--- config.mk ---
export PLATFORM = sky130hd
export DESIGN_NAME = hpcs_top
export DESIGN_NICKNAME = d
export VERILOG_FILES = /design/src/rtl/hpcs_pkg.sv /design/src/rtl/hpcs_top.sv /design/src/rtl/hpcs_sync_edge.sv
export SDC_FILE = /design/constraint.sdc
export NUM_CORES = 1
export LEC_CHECK = 0
export ABC_CLOCK_PERIOD_IN_PS = 6000
export BUFFER_PORTS_ARGS = -buffer_cell sky130_fd_sc_hd__buf_2
export CAP_MARGIN = 20
export CELL_PAD_IN_SITES_DETAIL_PLACEMENT = 1
export CELL_PAD_IN_SITES_GLOBAL_PLACEMENT = 1
export CORE_MARGIN = 5
export CORE_UTILIZATION = 44
export CTS_BUF_LIST = sky130_fd_sc_hd__clkbuf_4 sky130_fd_sc_hd__clkbuf_8 sky130_fd_sc_hd__clkbuf_16
export DETAILED_ROUTE_END_ITERATION = 12
export MAX_ROUTING_LAYER = met4
export PLACE_DENSITY_LB_ADDON = 0.1
export SYNTH_ARGS = -nofsm -noshare
export SYNTH_HDL_FRONTEND = slang
export SYNTH_SLANG_ARGS = --single-unit
--- constraint.sdc ---
create_clock -name clk_i -period 6 [get_ports clk_i]
set_input_delay 0.3 -clock clk_i [delete_from_list [all_inputs] [get_ports clk_i]]
set_output_delay 0.3 -clock clk_i [all_outputs]
set_load 0.01 [all_outputs]
--- src/rtl/hpcs_pkg.sv ---
// Purpose: Shared types and constants for the host pin control and status block
// Assumes: Three loops (A, C, D), three clock inputs, seven output clocks
// Notes:   Step size is an unsigned magnitude added to or taken from the loop frequency words
`default_nettype none
package hpcs_pkg;
    localparam int NUM_OUTS       = 7;
    localparam int NUM_LOOPS      = 3;
    localparam int NUM_INPUTS     = 3;
    localparam int NUM_OE_PINS    = 3;
    localparam int STEP_W         = 16;
    localparam int FREQ_W         = 32;
    // Reset values of the enable masks: pin zero governs every output
    localparam logic [NUM_OUTS-1:0]  OE0_MASK_RST  = 7'h7F;
    localparam logic [NUM_OUTS-1:0]  OE12_MASK_RST = 7'h00;
    localparam logic [NUM_LOOPS-1:0] STEP_MSK_RST  = 3'h0;
    localparam logic [STEP_W-1:0]    STEP_SIZE_RST = 16'h0001;
    localparam logic [FREQ_W-1:0]    FREQ_RST      = 32'h0000_0000;

    typedef enum logic {HPCS_SPI, HPCS_I2C} hpcs_mode_t;

    // Serial pin bundle as seen from the device side
    typedef struct packed {
        logic data_o;
        logic data_oe;
        logic sel1_o;
        logic sel1_oe;
    } hpcs_serial_out_t;

    typedef struct packed {
        logic                    clk_q;
        logic                    clk_rise;
        logic                    clk_fall;
        logic                    sel_q;
        logic                    data_q;
        logic                    sel1_q;
    } hpcs_serial_in_t;

    // Configuration written by software
    typedef struct packed {
        logic [NUM_OE_PINS-1:0][NUM_OUTS-1:0] oe_mask;
        logic [NUM_LOOPS-1:0]                 step_mask;
        logic [STEP_W-1:0]                    step_size;
        logic                                 spi_four_wire;
    } hpcs_cfg_t;
endpackage : hpcs_pkg
`default_nettype wire

--- src/rtl/hpcs_top.sv ---
// Purpose: Pin-level control and status logic of a multi-loop clock synchronizer
// Assumes: Serial framing sits in a neighbouring block fed from serial_in_o
// Notes:   All pin inputs pass two flops; serial clock is sampled, not used as clock
// Function
// - Data pin bidirectional except four-wire SPI
// - Second pin: address bit one or SPI output
// - Serial clock pin is the bit clock
// - I2C address bit zero from select pin
// - SPI chip select is active low
// - Interrupt low on any status change
// - Reset pin low resets all logic except the pin synchronisers
// - Reset restores register defaults
// - Clock outputs disabled during reset
// - Each enable pin has an output mask
// - Default: pin zero governs all outputs
// - Default: pins one and two ignored
// - Lock pins low when loop unlocked
// - Signal-loss pins follow status bits
// - Decrement pin steps selected loops down
// - Step size comes from a register
// - Select pin high I2C, low SPI
// - Increment pin steps selected loops up
`default_nettype none
module hpcs_top
    import hpcs_pkg::*;
(
    input  wire logic                                       clk_i,
    input  wire logic                                       rst_i,
    input  wire logic                                       device_reset_n_i,
    input  wire logic                                       i2c_select_i,
    input  wire logic                                       serial_clk_i,
    input  wire logic                                       serial_data_i,
    output logic                                            serial_data_o,
    output logic                                            serial_data_oe_o,
    input  wire logic                                       addr_select_bit_one_i,
    output logic                                            spi_serial_out_o,
    output logic                                            spi_serial_out_oe_o,
    input  wire logic                                       shared_select_i,
    input  wire logic                                       out_enable_pin_zero_n_i,
    input  wire logic                                       out_enable_pin_one_n_i,
    input  wire logic                                       out_enable_pin_two_n_i,
    input  wire logic                                       freq_step_up_pin_i,
    input  wire logic                                       freq_step_down_pin_i,
    input  wire logic                                       cfg_we_i,
    input  wire hpcs_pkg::hpcs_cfg_t                        cfg_i,
    input  wire logic                                       tx_bit_i,
    input  wire logic                                       tx_drive_i,
    input  wire logic [hpcs_pkg::NUM_LOOPS-1:0]             loop_locked_i,
    input  wire logic [hpcs_pkg::NUM_INPUTS-1:0]            signal_lost_status_i,
    output hpcs_pkg::hpcs_serial_in_t                       serial_in_o,
    output logic                                            i2c_mode_o,
    output logic                                            spi_selected_o,
    output logic [1:0]                                      i2c_addr_bits_o,
    output logic                                            status_change_irq_n_o,
    input  wire logic                                       irq_clear_i,
    output logic [hpcs_pkg::NUM_OUTS-1:0]                   out_clock_enable_o,
    output logic                                            lock_lost_loop_a_n_o,
    output logic                                            lock_lost_loop_c_n_o,
    output logic                                            lock_lost_loop_d_n_o,
    output logic                                            signal_lost_input0_n_o,
    output logic                                            signal_lost_input1_n_o,
    output logic                                            signal_lost_input2_n_o,
    output logic [hpcs_pkg::NUM_LOOPS-1:0][hpcs_pkg::FREQ_W-1:0] loop_freq_word_o,
    output hpcs_pkg::hpcs_cfg_t                             cfg_o
);
    import hpcs_pkg::*;

    localparam int NSYNC = 9;

    typedef struct packed {
        hpcs_cfg_t                             cfg;
        logic [NUM_LOOPS-1:0][FREQ_W-1:0]      freq;
        logic [NUM_LOOPS-1:0]                  lock_prev;
        logic [NUM_INPUTS-1:0]                 los_prev;
        logic                                  irq_pend;
        logic [NUM_OUTS-1:0]                   oe;
        logic                                  d_out;
        logic                                  d_oe;
        logic                                  s_out;
        logic                                  s_oe;
        logic                                  por_done;
    } hpcs_state_t;

    hpcs_state_t st_q;
    hpcs_state_t st_d;

    // Internal reset combines the system reset and the device reset pin
    logic rst_pin_q1;
    logic rst_pin_q2;
    logic core_rst;

    always_ff @(posedge clk_i or posedge rst_i)
    begin
        if (rst_i)
        begin
            rst_pin_q1 <= 1'b0;
            rst_pin_q2 <= 1'b0;
        end
        else
        begin
            rst_pin_q1 <= device_reset_n_i;
            rst_pin_q2 <= rst_pin_q1;
        end
    end

    assign core_rst = ~rst_pin_q2;

    logic [NSYNC-1:0] raw;
    logic [NSYNC-1:0] lvl;
    logic [NSYNC-1:0] rise;
    logic [NSYNC-1:0] fall;

    assign raw = {freq_step_down_pin_i, freq_step_up_pin_i, out_enable_pin_two_n_i,
                  out_enable_pin_one_n_i, out_enable_pin_zero_n_i, addr_select_bit_one_i,
                  serial_data_i, shared_select_i, serial_clk_i};

    for (genvar g = 0; g < NSYNC; g++)
    begin : g_sync
        hpcs_sync_edge u_sync (
            .clk_i   (clk_i),
            .rst_i   (rst_i),
            .async_i (raw[g]),
            .level_o (lvl[g]),
            .rise_o  (rise[g]),
            .fall_o  (fall[g])
        );
    end

    logic i2c_sel_q1;
    logic i2c_sel_q2;

    always_ff @(posedge clk_i or posedge rst_i)
    begin
        if (rst_i)
        begin
            i2c_sel_q1 <= 1'b1;
            i2c_sel_q2 <= 1'b1;
        end
        else
        begin
            i2c_sel_q1 <= i2c_select_i;
            i2c_sel_q2 <= i2c_sel_q1;
        end
    end

    logic mode_i2c;
    assign mode_i2c = i2c_sel_q2;

    logic [NUM_OE_PINS-1:0] oe_pin_n;
    assign oe_pin_n = lvl[6:4];

    function automatic logic [NUM_OUTS-1:0] oe_eval(
        input logic [NUM_OE_PINS-1:0][NUM_OUTS-1:0] mask,
        input logic [NUM_OE_PINS-1:0]               pin_n
    );
        logic [NUM_OUTS-1:0] en;
        en = '1;
        for (int p = 0; p < NUM_OE_PINS; p++)
            if (pin_n[p])
                en = en & ~mask[p];
        return en;
    endfunction : oe_eval

    logic [NUM_LOOPS-1:0] los_cur;
    logic                 status_evt;

    always_comb
    begin
        st_d = st_q;
        if (cfg_we_i)
            st_d.cfg = cfg_i;
        // Enable pins gate only the outputs their mask selects
        st_d.oe = oe_eval(st_q.cfg.oe_mask, oe_pin_n);
        for (int l = 0; l < NUM_LOOPS; l++)
        begin
            if (st_q.cfg.step_mask[l] && rise[7] && !rise[8])
                st_d.freq[l] = st_q.freq[l] + FREQ_W'(st_q.cfg.step_size);
            else if (st_q.cfg.step_mask[l] && rise[8] && !rise[7])
                st_d.freq[l] = st_q.freq[l] - FREQ_W'(st_q.cfg.step_size);
        end
        st_d.lock_prev = loop_locked_i;
        st_d.los_prev  = signal_lost_status_i;
        // Set wins over a clear arriving in the same cycle
        if (status_evt)
            st_d.irq_pend = 1'b1;
        else if (irq_clear_i)
            st_d.irq_pend = 1'b0;
        // Data pin drives only in bidirectional modes
        st_d.d_out = tx_bit_i;
        st_d.d_oe  = tx_drive_i & (mode_i2c | ~st_q.cfg.spi_four_wire)
                     & (mode_i2c | ~lvl[1]);
        st_d.s_out = tx_bit_i;
        st_d.s_oe  = tx_drive_i & ~mode_i2c & st_q.cfg.spi_four_wire & ~lvl[1];
        if (mode_i2c)
            st_d.d_out = 1'b0;
        st_d.por_done = 1'b1;
    end

    assign los_cur    = signal_lost_status_i;
    // First cycle after reset has no history to compare against
    assign status_evt = st_q.por_done &&
                        ((loop_locked_i != st_q.lock_prev) || (los_cur != st_q.los_prev));

    always_ff @(posedge clk_i or posedge rst_i)
    begin
        if (rst_i)
        begin
            st_q                 <= '0;
            st_q.cfg.oe_mask[0]  <= OE0_MASK_RST;
            st_q.cfg.oe_mask[1]  <= OE12_MASK_RST;
            st_q.cfg.oe_mask[2]  <= OE12_MASK_RST;
            st_q.cfg.step_mask   <= STEP_MSK_RST;
            st_q.cfg.step_size   <= STEP_SIZE_RST;
            st_q.freq            <= {NUM_LOOPS{FREQ_RST}};
        end
        else if (core_rst)
        begin
            st_q                 <= '0;
            st_q.cfg.oe_mask[0]  <= OE0_MASK_RST;
            st_q.cfg.oe_mask[1]  <= OE12_MASK_RST;
            st_q.cfg.oe_mask[2]  <= OE12_MASK_RST;
            st_q.cfg.step_mask   <= STEP_MSK_RST;
            st_q.cfg.step_size   <= STEP_SIZE_RST;
            st_q.freq            <= {NUM_LOOPS{FREQ_RST}};
        end
        else
            st_q <= st_d;
    end

    assign serial_in_o.clk_q    = lvl[0];
    assign serial_in_o.clk_rise = rise[0];
    assign serial_in_o.clk_fall = fall[0];
    assign serial_in_o.sel_q    = lvl[1];
    assign serial_in_o.data_q   = lvl[2];
    assign serial_in_o.sel1_q   = lvl[3];

    assign i2c_mode_o          = mode_i2c;
    assign spi_selected_o      = ~mode_i2c & ~lvl[1];
    assign i2c_addr_bits_o     = mode_i2c ? {lvl[3], lvl[1]} : 2'b00;
    assign serial_data_o       = st_q.d_out;
    assign serial_data_oe_o    = st_q.d_oe;
    assign spi_serial_out_o    = st_q.s_out;
    assign spi_serial_out_oe_o = st_q.s_oe;

    assign status_change_irq_n_o = ~st_q.irq_pend;
    assign out_clock_enable_o    = core_rst ? '0 : st_q.oe;

    assign lock_lost_loop_a_n_o   = st_q.lock_prev[0];
    assign lock_lost_loop_c_n_o   = st_q.lock_prev[1];
    assign lock_lost_loop_d_n_o   = st_q.lock_prev[2];
    assign signal_lost_input0_n_o = ~st_q.los_prev[0];
    assign signal_lost_input1_n_o = ~st_q.los_prev[1];
    assign signal_lost_input2_n_o = ~st_q.los_prev[2];
    assign loop_freq_word_o       = st_q.freq;
    assign cfg_o                  = st_q.cfg;

    chk_oe_reset_off: assert property (@(posedge clk_i)
        disable iff (rst_i)
        core_rst |-> out_clock_enable_o == '0)
        else $error("outputs on in reset");
    chk_oe_zero_all: assert property (@(posedge clk_i)
        disable iff (rst_i)
        (!core_rst && st_q.cfg.oe_mask[0] == OE0_MASK_RST && oe_pin_n[0])
        |=> st_q.oe == '0)
        else $error("pin zero failed to gate");
    // Pins one and two may toggle freely while their masks are empty
    chk_oe_unmasked: assert property (@(posedge clk_i)
        disable iff (rst_i)
        (!core_rst && st_q.cfg.oe_mask[1] == '0 && st_q.cfg.oe_mask[2] == '0
            && !oe_pin_n[0]) |=> st_q.oe == '1)
        else $error("unmasked output off");
    chk_step_up_once: assert property (@(posedge clk_i)
        disable iff (rst_i || core_rst)
        (rise[7] && !rise[8] && st_q.cfg.step_mask[0] && !cfg_we_i)
        |=> st_q.freq[0] == $past(st_q.freq[0]) + FREQ_W'($past(st_q.cfg.step_size)))
        else $error("step up wrong");
    chk_step_down_once: assert property (@(posedge clk_i)
        disable iff (rst_i || core_rst)
        (rise[8] && !rise[7] && st_q.cfg.step_mask[0])
        |=> st_q.freq[0] == $past(st_q.freq[0]) - FREQ_W'($past(st_q.cfg.step_size)))
        else $error("step down wrong");
    chk_step_hold: assert property (@(posedge clk_i)
        disable iff (rst_i || core_rst)
        (!rise[7] && !rise[8]) |=> $stable(st_q.freq))
        else $error("step without edge");
    chk_irq_on_change: assert property (@(posedge clk_i)
        disable iff (rst_i || core_rst)
        status_evt |=> !status_change_irq_n_o)
        else $error("irq missed");
    // A clear with no new event must release the pin
    chk_irq_clear: assert property (@(posedge clk_i)
        disable iff (rst_i || core_rst)
        (irq_clear_i && !status_evt) |=> status_change_irq_n_o)
        else $error("irq not cleared");
    chk_four_wire_in: assert property (@(posedge clk_i)
        disable iff (rst_i)
        (!mode_i2c && st_q.cfg.spi_four_wire) |=> !serial_data_oe_o)
        else $error("data pin driven in four-wire");
    // Deselected in SPI mode, neither serial pin may be driven
    chk_cs_active_low: assert property (@(posedge clk_i)
        disable iff (rst_i)
        (!mode_i2c && serial_in_o.sel_q) |=> (!serial_data_oe_o && !spi_serial_out_oe_o))
        else $error("drive while deselected");
    chk_lock_follow: assert property (@(posedge clk_i)
        disable iff (rst_i || core_rst)
        1'b1 |=> {lock_lost_loop_d_n_o, lock_lost_loop_c_n_o, lock_lost_loop_a_n_o}
            == $past(loop_locked_i))
        else $error("lock pins stale");
    chk_los_follow: assert property (@(posedge clk_i)
        disable iff (rst_i || core_rst)
        1'b1 |=> {signal_lost_input2_n_o, signal_lost_input1_n_o, signal_lost_input0_n_o}
            == ~$past(signal_lost_status_i))
        else $error("loss pins stale");
endmodule : hpcs_top
`default_nettype wire

--- src/rtl/hpcs_sync_edge.sv ---
// Purpose: Two-flop synchroniser with rise and fall detection
// Assumes: Input is asynchronous to clk_i
// Notes:   Edge detect reads only the second and third stages
`default_nettype none
module hpcs_sync_edge (
    input  wire logic clk_i,
    input  wire logic rst_i,
    input  wire logic async_i,
    output logic      level_o,
    output logic      rise_o,
    output logic      fall_o
);
    typedef struct packed {
        logic s1;
        logic s2;
        logic s3;
    } hpcs_sync_t;

    hpcs_sync_t st_q;
    hpcs_sync_t st_d;

    always_comb
    begin
        st_d    = st_q;
        st_d.s1 = async_i;
        st_d.s2 = st_q.s1;
        st_d.s3 = st_q.s2;
    end

    always_ff @(posedge clk_i or posedge rst_i)
    begin
        if (rst_i)
            st_q <= '0;
        else
            st_q <= st_d;
    end

    assign level_o = st_q.s2;
    assign rise_o  = st_q.s2 & ~st_q.s3;
    assign fall_o  = ~st_q.s2 & st_q.s3;
endmodule : hpcs_sync_edge
`default_nettype wire

**Word level (Yosys, flattened, before mapping)**

Index checks and enable logic that the tools add are counted.

- Logic and storage cells: 116
- Bits in registers: 181

- Equal/unequal tests: 7
- Bitwise logic cells: 28
- Add/subtract/negate cells: 6
- Mux-type cells: 16
- Reductions and logical operators: 16

Operators with widths:

| operator | number |
|---|---|
| 32-bit two-way mux | 6 |
| 156-bit two-way mux | 1 |
| 32-bit by 16-bit adder with 32-bit output | 3 |
| 32-bit by 16-bit subtractor with 32-bit output | 3 |
| 41-bit two-way mux | 1 |
| 7-bit two-way mux | 4 |
| 7-bit inverter | 3 |
| 7-bit AND | 2 |
| 1-bit logical AND | 13 |
| 1-bit inverter | 11 |
| 1-bit AND | 10 |
| 3-bit by 1-bit inequality test with 1-bit output (second input constant) | 3 |
| 3-bit inequality test | 2 |
| 1-bit two-way mux | 3 |
| 3-bit by 2-bit inequality test with 1-bit output (second input constant) | 1 |
| 1-bit logical NOT | 2 |
| 2-bit two-way mux | 1 |
| 2-bit inequality test (second input constant) | 1 |
| 1-bit bitwise OR | 2 |
| 1-bit logical OR | 1 |

**Logic depth before layout (Yosys ltp)**

Gate-level depths: netlist of the first run.

- Word-level depth: 7
- Gate-level depth with buffers: 21
- Mapped depth without buffers: 20

**By module**

A second synthesis of the first run with hierarchy kept.

- Cells, all modules: 1641
- Area total of the unflattened synthesis: 13975.9 sq um

Modules (own cells, without submodules):

| module | area each (sq um) | cells each | instances |
|---|---|---|---|
| hpcs_top | 13131.3 | 1587 | 1 |
| hpcs_sync_edge | 93.8 | 6 | 9 |

**Worst setup path after synthesis of the first run**

OpenSTA, ideal clock, no wires.

- Path kind: register to register
- Start point: register st_q, in the netlist cfg_o[2]
- End point: register st_q, in the netlist loop_freq_word_o[95]
- Arrival time: 4.158 ns
- Path slack: 1.763 ns
- Cell stages (with the launch flop): 22
- Library setup time: 0.079 ns
- Path through: dfrtp_1 > inv_1 > ha_1 > nand2_2 > or3_1 > buf_2 > nor3b_4 > nor3b_4 > nor3b_4 > buf_6 > nor2_1 > ha_1 > clkbuf_1 > a211oi_1 > nor2_1 > a2111o_1 > a21oi_1 > a21boi_2 > o21ai_1 > nand4_1 > mux2i_1 > mux2i_1

- Word-level cells in the longest chain between the ends: 4
- Elaborated cells on any way between the ends: 5
- Those cells by class: add/sub (2); mux (3)

Ends and longest elaborated chain:

| element | RTL line | text |
|---|---|---|
| start: declaration | hpcs_top.sv:84 | `hpcs_state_t st_q;` |
| start signal: assignment | hpcs_top.sv:227 | `st_q <= st_d;` |
| 32-bit by 16-bit subtractor with 32-bit output | hpcs_top.sv:179 | `st_d.freq[l] = st_q.freq[l] - FREQ_W'(st_q.cfg.step_size);` |
| 32-bit two-way mux | hpcs_top.sv:178 | `else if (st_q.cfg.step_mask[l] && rise[8] && !rise[7])` |
| 32-bit two-way mux (*) | hpcs_top.sv:176 | `if (st_q.cfg.step_mask[l] && rise[7] && !rise[8])` |
| 156-bit two-way mux (*) | hpcs_top.sv:216 | `else if (core_rst)` |

Mark *: on every way between the ends. The rest lies on a longest branch, timed or not. The select of a mux whose other input is x is not followed.
A chain may end at the register's enable or synchronous reset.

**Worst setup path after layout of the first run**

Same ends and word-level chain as after synthesis.

==> reports/qor.yml, run 1 <==
setup_path:
  path_cells: "inv_1 > ha_1 > nand2_2 > or3_1 > nor3b_4 > nor3b_4 > nor3b_4 > buf_4 > nor2_1 > ha_1 > a211oi_1 > nor2_1 > a2111o_1 > a21oi_1 > a21boi_2 > o21ai_1 > nand4_1 > mux2i_1 > mux2i_1"
  slowest_stage: "or3_1"
  r2r_end: "loop_freq_word_o[95]"
  path_class: "register to register"
  ff2ff_path_depth: 19
  start_kind: "register"
  cp_max_fo: 13
  end_kind: "register"
  cp_common_cell: "nor3b_4"
  critPathMaxStageDelay_ns: 0.44
  ff2ff_setup_slack_ns: 1.27
  cp.arrival_ns: 5.10
  r2r-start: "cfg_o[2]"
  critPathRequiredTime_ns: 6.37
final_layout:
  fin_nets: 1895
  fillers: 3820
  drive_gt1_share_pct: 18.19
  design_area_um2: 15180
  finalCoreUtilization_pct: 47.99
  area_growth_pct: 7.181
grt:
  antenna_found_initial: 1
  grt_use_total_pct: 24.74
  grt_pass1_vias: 12697
  grt-ovfl-total: 0
  grt_max_degree: 129
  grt_pass1_wl_mm: 69.76
yosys:
  yosys-top-cells-area: "dfrtp_1 (30%), ha_1 (9.2%), buf_4 (7.7%), nand2_1 (5.6%), xnor2_1 (4.6%)"
  synth.largest_area_cell: "dfrtp_1"
  seq_area_frac_synth_pct: 32.06
  netlist_area_um2: 14170
  syn_area_per_cell_um2: 8.432
  syn_inst: 1680
  synth_nets: 1851
  yosys_warnings: 0
  ys_ff_latch: 181
  yosys-top-cells-count: "nand2_1 (211), dfrtp_1 (171), nor2_1 (168), buf_4 (145), a21oi_1 (126)"
  synth_edf_count: 0
  synth.most_common_cell: "nand2_1"
  synthFlopType: "dfrtp_1"
  yosys.area.top_type_share_pct: 30.21
  synth.distinct_cells: 80
  synthArstFlopShare_pct: 100.0
placed_design:
  numPortBuffers: 228
  place_area_um2: 14500
  globalplace.congestion: 0.9113
  hpwl_mm: 31.54
power_and_ir_drop:
  p_per_area_nw_per_um2: 250.9
  clock_power_share_pct: 29.7
  netSwitchingFraction_pct: 36.44
  power_frac_seq_pct: 35.8
  ir_drop_mv: 0.2005
  power.net_switching_uw: 1388
  pwr-share-comb_pct: 34.5
  internal-power_uw: 2422
  leakage_uw: 0.007641
floorplanning:
  fp.dieH_um: 189.4
  die_width_um: 189.4
  ios: 229
  initial_core_util_pct: 44.78
  core_area_um2: 31640
  row_count: 65
  dieArea_um2: 35880
timing:
  slew_headroom_pct: 37.93
  hold_viol_final: 0
  worst_slew_pin_slew_ns: 0.9311
  max_freq_mhz: 211.6
  min_period_over_period_pct: 78.78
  grt_setup_unrepaired: "no"
  finalClockSkew_ns: 0.01221
  slew_viol_final: 0
  setup_viol: 0
  finalSetupTns_ns: 0
  post-route-min-period_ns: 4.727
clock_network:
  cts_max_path_buffers: 2
  ctsRootBufferMaster: "clkbuf_16"
  post_cts_buffers: 0
  clk_pin_slew_worst_paths_ns: 0.07
  tritoncts: "done"
  insertion_delay_ns: 0.45
  clock-sinks: 181
  cts_buffers: 17
  h-tree-depth: 4
detailed_routing:
  firstDrtPassIters: 5
  wl_mm: 42.89
  drc_errors: 0
  vias_per_cell: 5.607
  num_vias: 11998
  ant_nets: 0
  drt_iter0_drc: 594
  wl_per_cell_um: 20.04
min_path:
  hp-class: "input pin to asynchronous set/reset pin"
flow_run:
  cap_violations: 0
outcome:
  outcome: "finished clean"
[power by group through the flow]
stage	combinational [µW]	sequential, µW	clock [µW]
detailed placement	1300	1390	0
CTS	1320	1360	1170
finish	1320	1360	1130
global placement	1280	1380	0
floorplan	1050	1350	0
global route	1470	1370	1210
[cell usage in the layout (no fill, tap or decap), types with 5 or more instances in the layout]
cell type,instances
o31ai_1,6
dlygate4sd3_1,11
nand2_1,211
o21a_1,19
dfrtp_1,170
and2_1,31
buf_2,228
a22o_1,7
a31oi_1,15
a21oi_1,126
nand4_1,14
or3_1,16
a211oi_1,25
o21ai_1,14
nor3_1,13
a21o_1,34
dfstp_2,10
o31a_1,6
inv_1,38
nand2b_1,10
o211ai_1,15
nor2_1,168
xor2_1,38
clkbuf_16,17
buf_4,16
nand3_1,41
and3_1,19
a311oi_1,5
xnor2_1,74
mux2i_1,51
inv_6,5
ha_1,104
o21ai_0,63
nor2b_1,14
o21bai_1,16
[critical path, delay by kind of cell, from the launching register on]
family	cells	cell delay, ns
AOI/OAI and AO/OA	5	1.11
adders and majority gates	2	0.63
buffers and inverters	2	0.39
DFF	1	0.43
muxes	2	0.43
and+or+nand+nor	8	1.64
[repair_timing]
item,in CTS,in global routing
hold buffers,11,0
setup endpoints to repair,0,0
endpoints found under the hold margin,11,0
resized for setup,0,0
[through the flow]
step	power [µW]	hold slack [ns]	setup WS [ns]	cells
after CTS	3852	0.04897	1.255	2139
after global placement	2663	0.3323	1.451	2096
after global routing	4052	0.05908	0.8646	2140
final	3810	0.02657	1.273	2140
after detailed placement	2691	0.3356	1.322	2096
after floorplan	2403	0.3045	0.8012	1680
[sequential cells by signal (all words and copies together) (netlist names), 3 cells and up]
name,count
g_sync.u_sync.level_o,9
st_q,12
cfg_o,41
g_sync.u_sync.st_d,9
loop_freq_word_o,96
g_sync.u_sync.st_q,3
[layer usage]
metal | global-route usage, % | vias up | share of wire (%)
met1 | 32.45 | 5948 | 47
met5 | - | - | 0
met4 | 6.233 | 0 | 1.9
met3 | 4.388 | 41 | 4.2
li1 | - | 5784 | -
met2 | 39.99 | 225 | 47
[area by class of cell]
cell class / instances / area (µm²) / share of cell area [%]
diodes: 1 / 2.502 / 0.01648
clock buffers: 18 / 432.9 / 2.851
clock inverters: 14 / 141.4 / 0.9312
inverters: 40 / 160.2 / 1.055
multi-input cells: 1229 / 8029 / 52.88
flip-flops and latches: 181 / 4543 / 29.92
well taps: 402 / 503.0 / 3.313
repair buffers: 255 / 1371 / 9.032
[logic make-up after synthesis]
kind of cell	after synthesis	share of synthesized area, %
AND/OR/NAND/NOR	568	18.65
buffers and inverters	270	11.26
flip-flops	181	32.06
AO/OA/AOI/OAI	391	17.89
XOR/XNOR	112	6.925
multiplexers	51	3.604
adder cells (fa/ha/maj)	107	9.610
[how the worst max path moves through the flow]
| stage | start | to | slack [ns] | cells after the start |
|---|---|---|---|---|
| floorplan | rst_i | cfg_o[0] | 0.80 | 1 |
| global placement | cfg_o[2] | loop_freq_word_o[31] | 1.45 | 19 |
| detailed placement | cfg_o[2] | loop_freq_word_o[95] | 1.32 | 19 |
| CTS | cfg_o[2] | loop_freq_word_o[95] | 1.26 | 19 |
| global route | cfg_o[2] | loop_freq_word_o[31] | 0.86 | 19 |
| finish | cfg_o[2] | loop_freq_word_o[95] | 1.27 | 19 |
Note: power is estimated with default switching activity, not from simulation.
==> run 2, diff against run 1 <==
- ABC_AREA: unset -> 1
- ABC_CLOCK_PERIOD_IN_PS: 6000 -> 4000
- CORE_UTILIZATION: 44 -> 37
- clock period: 6 -> 4 ns (I/O delays scaled with it)
==> reports/qor.yml, run 2 <==
clock_network:
  h-tree-depth: 4  # unchanged
  ctsRootBufferMaster: "clkbuf_16"
  clock-sinks: 181  # unchanged
  insertion_delay_ns: 0.51  # +0.06 ns
  cts_max_path_buffers: 2  # unchanged
  cts_buffers: 17  # unchanged
  post_cts_buffers: 0  # unchanged
  tritoncts: "done"
  clk_pin_slew_worst_paths_ns: 0.09  # +0.02 ns
yosys:
  synth.most_common_cell: "nand2_1"
  seq_area_frac_synth_pct: 28.67  # -3.4 points
  syn_inst: 2540  # +51%
  synth.largest_area_cell: "dfrtp_1"
  yosys.area.top_type_share_pct: 27.01  # -3.2 points
  yosys-top-cells-area: "dfrtp_1 (27%), nand2_1 (23%), inv_1 (10%), ha_1 (8.2%), buf_4 (6.9%)"
  synth_nets: 2711  # +46%
  synth.distinct_cells: 38  # -53%
  ys_ff_latch: 181  # unchanged
  synth_edf_count: 0  # unchanged
  netlist_area_um2: 15840  # +12%
  syn_area_per_cell_um2: 6.238  # -26%
  synthFlopType: "dfrtp_1"
  synthArstFlopShare_pct: 100.0  # unchanged
  yosys-top-cells-count: "nand2_1 (965), inv_1 (435), nor2_1 (189), dfrtp_1 (171), buf_4 (146)"
  yosys_warnings: 0  # unchanged
timing:
  finalSetupTns_ns: 0  # unchanged
  setup_viol: 0  # unchanged
  slew_headroom_pct: 41.80  # +3.9 points
  max_freq_mhz: 282.3  # +33%
  holdWs_ns: 0.2104  # +0.1838 ns
  slew_viol_final: 0  # unchanged
  hold_viol_final: 0  # unchanged
  finalClockSkew_ns: 0.01697  # +0.004763 ns
  min_period_over_period_pct: 88.54  # +9.8 points
  post-route-min-period_ns: 3.542  # -1.185 ns
  grt_setup_unrepaired: "no"
  worst_slew_pin_slew_ns: 0.8720  # -0.05905 ns
grt:
  grt_pass1_vias: 16828  # +33%
  grt_pass1_wl_mm: 91.82  # +32%
  grt-ovfl-total: 0  # unchanged
  grt_max_degree: 113  # -12%
  antenna_found_initial: 0  # -1
  grt_use_total_pct: 25.57  # +0.83 points
power_and_ir_drop:
  power.net_switching_uw: 7560  # +440%
  pwr-share-comb_pct: 65.7  # +31 points
  power_frac_seq_pct: 20.6  # -15 points
  clock_power_share_pct: 13.7  # -16 points
  leakage_uw: 0.01071  # +40%
  internal-power_uw: 6070  # +150%
  ir_drop_mv: 0.3234  # +61%
  p_per_area_nw_per_um2: 763.4  # +200%
  netSwitchingFraction_pct: 55.46  # +19 points
final_layout:
  layout_commonest_cell: "nand2_1"
  area_growth_pct: 12.68
  largest_reg_flops: 96  # unchanged
  diodes: 0  # -1
  fin_nets: 2858  # +51%
  drive_gt1_share_pct: 12.15  # -6.0 points
  mostFrequentLayoutCells: "nand2_1 (965), inv_1 (434), buf_2 (228), nor2_1 (189), dfrtp_1 (171)"
outcome:
  outcome: "finished clean"
floorplanning:
  core_area_um2: 42130  # +33%
  ios: 229  # unchanged
  die_width_um: 216.9  # +15%
  row_count: 75  # +15%
  fp.dieH_um: 216.9  # +15%
  initial_core_util_pct: 37.60  # -7.2 points
  dieArea_um2: 47060  # +31%
detailed_routing:
  drc_errors: 0  # unchanged
  drt_iter0_drc: 703  # +18%
  wl_per_cell_um: 18.13  # -9.5%
  firstDrtPassIters: 4  # -1
  vias_per_cell: 4.912  # -12%
  ant_nets: 0  # unchanged
  wl_mm: 58.74  # +37%
  num_vias: 15909  # +33%
min_path:
  hold_path_depth: 4
  holdPathEnd: "cfg_o[25]"
  min_from: "cfg_we_i"
  hp-class: "input pin to register"
setup_path:
  ff2ff_setup_slack_ns: 0.46  # -0.81 ns
  cp.arrival_ns: 3.94  # -1.16 ns
  r2r_end: "loop_freq_word_o[60]"
  ff2ff_path_depth: 16  # -3
  r2r-start: "cfg_o[2]"
  critPathRequiredTime_ns: 4.39  # -1.98 ns
  end_kind: "register"
  path_class: "register to register"
  start_kind: "register"
  critPathLaunch: "cfg_o[2]"
  cp_max_fo: 5  # -8
placed_design:
  globalplace.congestion: 0.9074  # -0.43%
  numPortBuffers: 228  # unchanged
  hpwl_mm: 46.98  # +49%
flow_run:
  cap_violations: 0  # unchanged
-- run 2: cell families (layout without fill, tap and decap cells) --
kind of cell	after synthesis	count (layout)	synth area share, %
compound gates	249	249	8.568
xor+xnor	24	24	1.327
fa+ha+maj	107	107	8.592
buf+inv	630	790	18.48
flops	181	181	28.67
simple gates	1349	1349	34.37
-- run 2: final cells by class --
cell class,instances,area (µm²)
inverters,447,1682
flip-flops and latches,181,4542
multi-input cells,1729,8387
well taps,539,674.4
clock buffers,17,425.4
fillers,5671,24280
repair buffers,311,1932
clock inverters,15,211.5
-- run 2: what timing repair did --
item | 4_1_cts | 5_1_grt
gates resized for setup | 0 | 2
hold endpoints to repair | 86 | 0
setup endpoints to repair | 0 | 4
hold buffers | 62 | 0
-- run 2: worst max-delay path by stage --
stage / end / slack, ns / cells past startpoint
2_1_floorplan: loop_freq_word_o[56] / 1.19 / 20
3_3_place_gp: loop_freq_word_o[60] / 0.35 / 16
3_5_place_dp: loop_freq_word_o[60] / 0.26 / 16
4_1_cts: loop_freq_word_o[60] / 0.24 / 16
5_1_grt: loop_freq_word_o[63] / 0.07 / 19
6_report: loop_freq_word_o[60] / 0.46 / 16
-- run 2: power by group through the flow --
stage / Combinational [µW] / Clock, µW / Sequential, µW
global route: 10200 / 1990 / 2860
global placement: 8710 / 0 / 2820
CTS: 9020 / 1930 / 2810
floorplan: 6810 / 0 / 2620
detailed placement: 8920 / 0 / 2840
finish: 8960 / 1870 / 2800
-- run 2: worst max-delay path, cell delays in order (launching register included) --
cell	delay, ns
dfrtp_1	0.42
inv_1	0.13
ha_1	0.20
nand3_1	0.17
nor3_2	0.26
nand3_1	0.15
xor2_1	0.20
o21ai_0	0.43
ha_1	0.34
nand2_1	0.09
inv_1	0.05
a21oi_1	0.29
nand3_1	0.26
nand2_1	0.20
nand3_1	0.09
nand3_1	0.10
nand2_1	0.05
-- run 2: metal layers --
layer / GRT usage, % / up-vias / part of all wire, %
met5: - / - / 0
li1: - / 7935 / -
met1: 30.13 / 7654 / 43
met2: 45.28 / 246 / 51
met3: 3.627 / 74 / 3.3
met4: 8.195 / 0 / 2.8
-- run 2: stage by stage --
step	cells	setup slack (ns)	instance area, µm²	util [%]	power [µW]
6_report	3239	0.4583	17850	42.37	13630
5_1_grt	3239	0.07274	17850	42.37	15100
4_1_cts	3239	0.2425	17840	42.34	13770
3_5_place_dp	3145	0.2637	16580	39.36	11760
3_3_place_gp	3145	0.3502	16580	39.36	11530
2_1_floorplan	2540	1.186	15850	-	9424
